===== src/rtl/slau_pkg.sv =====
// Shared constants and types of the shift and logic unit
package slau_pkg;

  localparam int unsigned DATA_W     = 8;       // Operand and result width
  localparam int unsigned FLAG_W     = 4;       // Number of flags carried through the unit
  localparam int unsigned FLAG_Z     = 0;       // Zero flag position
  localparam int unsigned FLAG_C     = 1;       // Carry flag position
  localparam int unsigned FLAG_AC    = 2;       // Half carry flag position
  localparam int unsigned FLAG_OV    = 3;       // Signed range error flag position
  localparam int unsigned NIBBLE_W   = 4;       // Width of one nibble
  localparam logic [7:0]  RESULT_RST = 8'h00;   // Result registers after reset
  localparam logic [3:0]  FLAGS_RST  = 4'h0;    // Flag output after reset
  localparam int unsigned LATENCY    = 1;       // Cycles from request to answer

  // Operation select
  typedef enum logic [3:0] {
    SLAU_SHIFT_RIGHT_LOGICAL_OP,
    SLAU_ROTATE_RIGHT_CARRY_OP,
    SLAU_SHIFT_LEFT_LOGICAL_OP,
    SLAU_ROTATE_LEFT_CARRY_OP,
    SLAU_NIBBLE_SWAP_OP,
    SLAU_AND_OP,
    SLAU_OR_OP,
    SLAU_XOR_OP,
    SLAU_INVERT_OP
  } slau_op_t;

  // Which flag an operation touches
  typedef enum logic [1:0] {
    SLAU_FLAGS_KEEP,
    SLAU_FLAGS_CARRY,
    SLAU_FLAGS_ZERO
  } slau_fclass_t;

endpackage : slau_pkg


===== src/rtl/slau_flag_if.sv =====
// Carrier between the datapath and its flag update logic
`timescale 1ns/10ps
interface slau_flag_if;
  logic [slau_pkg::FLAG_W-1:0] flags_in;   // Flags before the operation
  logic [slau_pkg::FLAG_W-1:0] flags_out;  // Flags after the operation
  slau_pkg::slau_fclass_t      fclass;     // Which flag may change
  logic [slau_pkg::DATA_W-1:0] result;     // Result byte of the operation
  logic                        carry_out;  // Bit shifted out

  modport core (output flags_in, output fclass, output result, output carry_out, input flags_out);
  modport unit (input flags_in, input fclass, input result, input carry_out, output flags_out);
endinterface : slau_flag_if


===== src/rtl/slau_top.sv =====
// Shift, rotate, nibble swap and bitwise logic unit of the core
`timescale 1ns/10ps
// Contract
// - Logical right shift, zero in, bit0 to carry
// - Right rotate through carry, old carry in
// - Logical left shift, zero in, bit7 to carry
// - Left rotate through carry, old carry in
// - Shifts also on memory byte, written back
// - Shifts change only the carry flag
// - Nibble swap exchanges working register halves
// - Nibble swap leaves all flags unchanged
// - AND working register with immediate
// - AND with memory, either destination
// - OR with immediate or memory
// - XOR with immediate or memory
// - Logic operations change only zero flag
// - Invert every working register bit
// - Invert memory byte, only zero flag changes
module slau_top (
  input  wire logic                        clk,                    // System clock, 100 MHz
  input  wire logic                        reset,                  // Synchronous reset, active high
  input  wire logic                        op_valid,               // One-cycle request strobe
  input  wire slau_pkg::slau_op_t          op,                     // Operation select
  input  wire logic                        src_imm,                // Second operand is the immediate
  input  wire logic                        dest_mem,               // Operate on and write the memory byte
  input  wire logic [slau_pkg::DATA_W-1:0] working_register_in,    // Current working register
  input  wire logic [slau_pkg::DATA_W-1:0] mem_rdata,              // Addressed memory byte
  input  wire logic [slau_pkg::DATA_W-1:0] imm,                    // Immediate operand
  input  wire logic [slau_pkg::FLAG_W-1:0] flags_in,               // Flags before the operation
  output logic                             done,                   // Answer strobe
  output logic                             refused,                // Request had an illegal form
  output logic                             working_register_we,    // Write working_register_out
  output logic [slau_pkg::DATA_W-1:0]      working_register_out,   // New working register value
  output logic                             mem_we,                 // Write mem_wdata to memory
  output logic [slau_pkg::DATA_W-1:0]      mem_wdata,              // New memory byte
  output logic [slau_pkg::FLAG_W-1:0]      flags_out               // Flags after the operation
);

  slau_flag_if fl ();                                    // Link to the flag logic

  logic [slau_pkg::DATA_W-1:0] src_byte;                 // Byte being shifted or inverted
  logic [slau_pkg::DATA_W-1:0] other_byte;               // Second operand of AND, OR, XOR
  logic [slau_pkg::DATA_W-1:0] result;                   // Combinational result
  logic                        carry_out;                // Bit leaving the byte
  logic                        carry_old;                // Carry before the operation
  logic                        is_binary;                // Operation uses a second operand
  logic                        bad_form;                 // Illegal combination of selects
  slau_pkg::slau_fclass_t      fclass;                   // Flag class of the operation

  logic                        done_q, done_d;           // Answer strobe
  logic                        refused_q, refused_d;     // Illegal form strobe
  logic                        acc_we_q, acc_we_d;       // Working register write strobe
  logic [slau_pkg::DATA_W-1:0] acc_q, acc_d;             // Working register value out
  logic                        mem_we_q, mem_we_d;       // Memory write strobe
  logic [slau_pkg::DATA_W-1:0] mem_q, mem_d;             // Memory byte out
  logic [slau_pkg::FLAG_W-1:0] flags_q, flags_d;         // Flags out

  logic [slau_pkg::DATA_W-1:0] chk_src_q;                // Check helper: shifted byte
  logic [slau_pkg::DATA_W-1:0] chk_oth_q;                // Check helper: second operand
  logic [slau_pkg::DATA_W-1:0] chk_acc_q;                // Check helper: working register
  logic [slau_pkg::FLAG_W-1:0] chk_flags_q;              // Check helper: flags before
  logic                        dest_mem_q;               // Check helper: destination of the last request

  // Operand steering and result computation
  always_comb begin
    carry_old  = flags_in[slau_pkg::FLAG_C];
    // Memory forms work on the memory byte, register forms on the working register
    src_byte   = dest_mem ? mem_rdata : working_register_in;
    other_byte = src_imm ? imm : mem_rdata;
    is_binary  = (op == slau_pkg::SLAU_AND_OP) || (op == slau_pkg::SLAU_OR_OP) ||
                 (op == slau_pkg::SLAU_XOR_OP);
    // An immediate cannot be a destination and the swap has no memory form
    bad_form   = (is_binary && src_imm && dest_mem) ||
                 (dest_mem && (op == slau_pkg::SLAU_NIBBLE_SWAP_OP));
    result     = src_byte;
    carry_out  = carry_old;
    fclass     = slau_pkg::SLAU_FLAGS_KEEP;
    case (op)
      slau_pkg::SLAU_SHIFT_RIGHT_LOGICAL_OP: begin
        result    = {1'b0, src_byte[7:1]};
        carry_out = src_byte[0];
        fclass    = slau_pkg::SLAU_FLAGS_CARRY;
      end
      slau_pkg::SLAU_ROTATE_RIGHT_CARRY_OP: begin
        result    = {carry_old, src_byte[7:1]};
        carry_out = src_byte[0];
        fclass    = slau_pkg::SLAU_FLAGS_CARRY;
      end
      slau_pkg::SLAU_SHIFT_LEFT_LOGICAL_OP: begin
        result    = {src_byte[6:0], 1'b0};
        carry_out = src_byte[7];
        fclass    = slau_pkg::SLAU_FLAGS_CARRY;
      end
      slau_pkg::SLAU_ROTATE_LEFT_CARRY_OP: begin
        result    = {src_byte[6:0], carry_old};
        carry_out = src_byte[7];
        fclass    = slau_pkg::SLAU_FLAGS_CARRY;
      end
      slau_pkg::SLAU_NIBBLE_SWAP_OP: begin
        // Halves trade places; no flag moves
        result = {working_register_in[slau_pkg::NIBBLE_W-1:0],
                  working_register_in[slau_pkg::DATA_W-1:slau_pkg::NIBBLE_W]};
        fclass = slau_pkg::SLAU_FLAGS_KEEP;
      end
      slau_pkg::SLAU_AND_OP: begin
        result = working_register_in & other_byte;
        fclass = slau_pkg::SLAU_FLAGS_ZERO;
      end
      slau_pkg::SLAU_OR_OP: begin
        result = working_register_in | other_byte;
        fclass = slau_pkg::SLAU_FLAGS_ZERO;
      end
      slau_pkg::SLAU_XOR_OP: begin
        result = working_register_in ^ other_byte;
        fclass = slau_pkg::SLAU_FLAGS_ZERO;
      end
      slau_pkg::SLAU_INVERT_OP: begin
        result = ~src_byte;
        fclass = slau_pkg::SLAU_FLAGS_ZERO;
      end
      default: begin
        result = src_byte;
        fclass = slau_pkg::SLAU_FLAGS_KEEP;
      end
    endcase
  end

  // Hand the result to the flag logic
  assign fl.flags_in  = flags_in;
  assign fl.fclass    = fclass;
  assign fl.result    = result;
  assign fl.carry_out = carry_out;

  slau_flags u_flags (
    .clk   (clk),
    .reset (reset),
    .fl    (fl.unit)
  );

  // Next values of the answer registers
  always_comb begin
    done_d    = 1'b0;
    refused_d = 1'b0;
    acc_we_d  = 1'b0;
    mem_we_d  = 1'b0;
    acc_d     = acc_q;
    mem_d     = mem_q;
    flags_d   = flags_q;
    if (op_valid && bad_form) begin
      // Nothing is written and flags pass through untouched
      done_d    = 1'b1;
      refused_d = 1'b1;
      acc_d     = working_register_in;
      flags_d   = flags_in;
    end else if (op_valid && dest_mem) begin
      // Memory form: only the byte is written back
      done_d   = 1'b1;
      mem_we_d = 1'b1;
      mem_d    = result;
      acc_d    = working_register_in;
      flags_d  = fl.flags_out;
    end else if (op_valid) begin
      // Register form: result lands in the working register
      done_d   = 1'b1;
      acc_we_d = 1'b1;
      acc_d    = result;
      flags_d  = fl.flags_out;
    end
  end

  // Answer registers; data holds between requests
  always_ff @(posedge clk) begin
    if (reset) begin
      done_q    <= 1'b0;
      refused_q <= 1'b0;
      acc_we_q  <= 1'b0;
      mem_we_q  <= 1'b0;
      acc_q     <= slau_pkg::RESULT_RST;
      mem_q     <= slau_pkg::RESULT_RST;
      flags_q   <= slau_pkg::FLAGS_RST;
    end else begin
      done_q    <= done_d;
      refused_q <= refused_d;
      acc_we_q  <= acc_we_d;
      mem_we_q  <= mem_we_d;
      acc_q     <= acc_d;
      mem_q     <= mem_d;
      flags_q   <= flags_d;
    end
  end

  assign done                 = done_q;
  assign refused              = refused_q;
  assign working_register_we  = acc_we_q;
  assign working_register_out = acc_q;
  assign mem_we               = mem_we_q;
  assign mem_wdata            = mem_q;
  assign flags_out            = flags_q;

  // Check helpers: operands as they were at the request
  always_ff @(posedge clk) begin
    chk_src_q   <= src_byte;
    chk_oth_q   <= other_byte;
    chk_acc_q   <= working_register_in;
    chk_flags_q <= flags_in;
    dest_mem_q  <= dest_mem;
  end
endmodule : slau_top


===== src/rtl/slau_flags.sv =====
// Flag update logic of the shift and logic unit
`timescale 1ns/10ps
module slau_flags (
  input wire logic clk,     // Clock, used by the checks only
  input wire logic reset,   // Synchronous reset, used by the checks only
  slau_flag_if.unit fl      // Flags in, operation class, flags out
);

  // Only the flag named by the class moves; all others pass through
  always_comb begin
    fl.flags_out = fl.flags_in;
    case (fl.fclass)
      slau_pkg::SLAU_FLAGS_CARRY: begin
        fl.flags_out[slau_pkg::FLAG_C] = fl.carry_out;
      end
      slau_pkg::SLAU_FLAGS_ZERO: begin
        fl.flags_out[slau_pkg::FLAG_Z] = (fl.result == slau_pkg::RESULT_RST);
      end
      default: begin
        fl.flags_out = fl.flags_in;
      end
    endcase
  end
endmodule : slau_flags


===== config.mk =====
export PLATFORM = sky130hd
export DESIGN_NAME = slau_top
export DESIGN_NICKNAME = d
export VERILOG_FILES = /design/src/rtl/slau_pkg.sv /design/src/rtl/slau_flag_if.sv /design/src/rtl/slau_top.sv /design/src/rtl/slau_flags.sv
export SDC_FILE = /design/constraint.sdc
export NUM_CORES = 1
export LEC_CHECK = 0
export ABC_CLOCK_PERIOD_IN_PS = 2720
export BUFFER_PORTS_ARGS = -buffer_cell sky130_fd_sc_hd__clkbuf_2
export CORE_AREA = 2 2 79 66
export CTS_CLUSTER_SIZE = 16
export DETAILED_ROUTE_END_ITERATION = 12
export DIE_AREA = 0 0 81 68
export GPL_ROUTABILITY_DRIVEN = 0
export GPL_TIMING_DRIVEN = 0
export HOLD_SLACK_MARGIN = 0.12
export PLACE_DENSITY_LB_ADDON = 0.25
export SYNTH_ARGS = -nofsm -noshare
export SYNTH_HDL_FRONTEND = slang
export SYNTH_SLANG_ARGS = --single-unit
export TNS_END_PERCENT = 10

===== constraint.sdc =====
create_clock -name clk -period 2.72 [get_ports clk]
set_clock_uncertainty 0.1 [all_clocks]
set_input_delay 0.272 -clock clk [delete_from_list [all_inputs] [get_ports clk]]
set_output_delay 0.272 -clock clk [all_outputs]
set_load 0.005 [all_outputs]

==> flow_summary.ini <==
[cts]
cts.sinks = 24
cts-buffers-inserted = 3
cts_tree = done
h-tree-depth = 1
cts.reportedPaths.clkPinSlew_ns = 0.08
clockBufferDepth = 2
cts_root_buf = clkbuf_8
clk_latency_ns = 0.26

[synthesis]
synth.area.mux_share_pct = 15.9
synth_flop_cell = dfxtp_1
ys_seq_area_share_pct = 22.7
yosysMostFrequentCell = nor2_1
synth_cells = 262
synth_top_area_share_pct = 22.7
synth-seq-cells = 24
synth_area_leaders = dfxtp_1, mux2i_1, ha_1
synth_compound_area_share_pct = 22.5
syn_area_sq_mm = 0.00212
synth_warnings = 0
synth_top_family_by_area = compound AO/OA/AOI/OAI gates
synth_fa_ha_area_share_pct = 9.46
synth_xor_area_share_pct = 0
async_flop_share_pct = 0
yosys.area.top_type = dfxtp_1
synth-edff-count = 0
synth-simple-area-share_pct = 20.9
syn_avg_cell_area_sq_um = 8.08
synth_top_cells_by_count = nor2_1, dfxtp_1, mux2i_1, inv_1, ha_1
syn_nets = 315
post_synth_num_cell_types = 58

[timing]
worst_pin_slew_ns = 0.791
hold_viol = 0
worst_slack_ns = 0.248
period_needed_ns = 2.47
drv_slew = 0
rsz0062_at_grt = false
slew_headroom_pct = 47.2
clock.fmax_mhz = 405
setup-violations-final = 0
period_share_pct = 90.9

[final_layout]
syn_to_final_growth_pct = 19.3
fin_nets = 375
antenna_cells = 0
final_layout_size_suffix_gt1_share_pct = 27.1
stdcell_area_sq_mm = 0.00252

[power_and_ir_drop]
irDropWorstVdd_mv = 0.244
powerDensity_mw_per_mm2 = 374
leakagePower_uw = 0.00121

[detailed_routing]
routed_wl_um = 6000
drt_first_iter_violations = 173
firstDrtPassIters = 5
via_per_inst = 5.75
wl_per_cell_um = 15.7
ant_nets = 0
vias = 2201
drc_errors = 0

[worst_setup_path]
crit_chain = clkbuf_2 -> mux2i_1 -> ha_1 -> nand2b_1 -> a32o_1 -> a2111o_1 -> a22oi_1 -> nand4_1 -> o32ai_2
cp-end-kind = flop
reg2reg_depth = 4
slowest_stage = a2111o_1
criticalPathCategory = input pin to flop
worstPathMaxFanout = 10
crit_path_max_incr_delay_ns = 0.43
required_ns = 2.80
r2r-start = flags_out[0]
critPathLaunch = src_imm
crit_arrival_ns = 2.55
critPathLaunchType = input pin

[die]
die_w_um = 81
io_pins = 61
start_util_pct = 44.3
rows = 23
die-area_sq_mm = 0.00551
dieHeight_um = 68
core_area_sq_mm = 0.00478

[status]
status = complete, no violations

[flow_run]
cap_viol_max_count = 0

[global_routing]
grt_max_degree = 14
grt_pass1_wl_um = 9330
antenna_found_initial = 0
grt_overflow = 0
grt_usage_pct = 22.0
grt_pass1_vias = 1923

[placement]
dpl-instance-area_sq_mm = 0.00247
numPortBuffers = 55
hpwlAfterDp_um = 4680
post-place-ws_ns = -0.345

[worst_hold_path]
min_from = flags_in[2]
worstHoldPathType = input pin to flop
hold_depth = 3
-- registers in the layout, summed over array words and instances (netlist names) --
signal,count
done,1
working_register_we,1
mem_wdata,8
working_register_out,8
refused,1
flags_out,4
mem_we,1
-- cell usage in the layout (no fill, tap or decap), drive strengths merged, types with 3 or more instances in the layout --
| cell type | netlist | layout |
|---|---|---|
| clkbuf | 9 | 68 |
| nor2 | 33 | 33 |
| dfxtp | 24 | 24 |
| mux2i | 22 | 22 |
| inv | 21 | 21 |
| ha | 16 | 16 |
| nand2 | 15 | 15 |
| buf | 11 | 11 |
| a21oi | 10 | 10 |
| nand2b | 8 | 8 |
| mux2 | 8 | 8 |
| nor2b | 7 | 7 |
| o21ai | 7 | 7 |
| a211oi | 6 | 6 |
| nor3 | 5 | 5 |
| a31oi | 5 | 5 |
| a32oi | 4 | 4 |
| or2 | 4 | 4 |
| o311a | 3 | 3 |
| or3 | 3 | 3 |
-- path summary, 6_finish.rpt --
check,end,slack [ns]
hold / removal,flags_out[2],0.14
setup reg to reg,flags_out[0],1.36
setup / recovery,flags_out[0],0.25
hold reg to reg,mem_wdata[7],0.37
-- critical path, delay by kind of cell --
family                   cells  cell delay (ns)
AO/OA/AOI/OAI                4             1.15
AND/OR/NAND/NOR              2             0.29
buffers and inverters        1             0.29
multiplexers                 1             0.28
adder cells (fa/ha/maj)      1             0.26
-- per-layer routing --
layer	global-route usage [%]	wire length, um	vias up
li1	-	-	1054
met4	4.24	95	0
met2	35.5	2670	113
met1	31.3	2700	1022
met3	3.30	535	12
met5	0	0	-
-- through the flow --
stage | hold WS (ns) | power, uW | instances | util, % | setup TNS [ns]
CTS | 0.144 | 950 | 383 | 52.9 | 0
global placement | 0.351 | 710 | 379 | 51.7 | -0.504
finish | 0.143 | 945 | 383 | 52.9 | 0
floorplan | 0.248 | 603 | 262 | - | 0
detailed placement | 0.364 | 714 | 379 | 51.7 | -0.633
global route | 0.158 | 1010 | 383 | 52.9 | 0
-- cells by family (layout without fill, tap and decap cells) --
group           after synthesis  in the layout
compound gates               62             62
fa+ha+maj                    16             16
buf+inv                      41            100
flops                        24             24
mux                          31             31
simple gates                 88             88
-- where the power goes --
group          switching [uW]  total (uW)  internal [uW]
registers                10.5         384            373
clock network             104         233            129
logic                     186         328            143
-- final cells by class --
class,count,area (sq um)
Timing Repair Buffer,55,275
Inverter,21,78.8
Clock buffer,4,55.1
Fill cell,474,2250
Multi-Input combinational cell,197,1450
Buffer,20,104
Tap cell,62,77.6
Sequential cell,24,480
-- timing repair --
item / 4_1_cts / 5_1_grt
hold buffers: 0 / 0
buffers inserted: 0 / 0
setup endpoints to repair: 1 / 0
resized for setup: 1 / 0
hold endpoints to repair: 0 / 0
(Power assumes the default switching activity.)
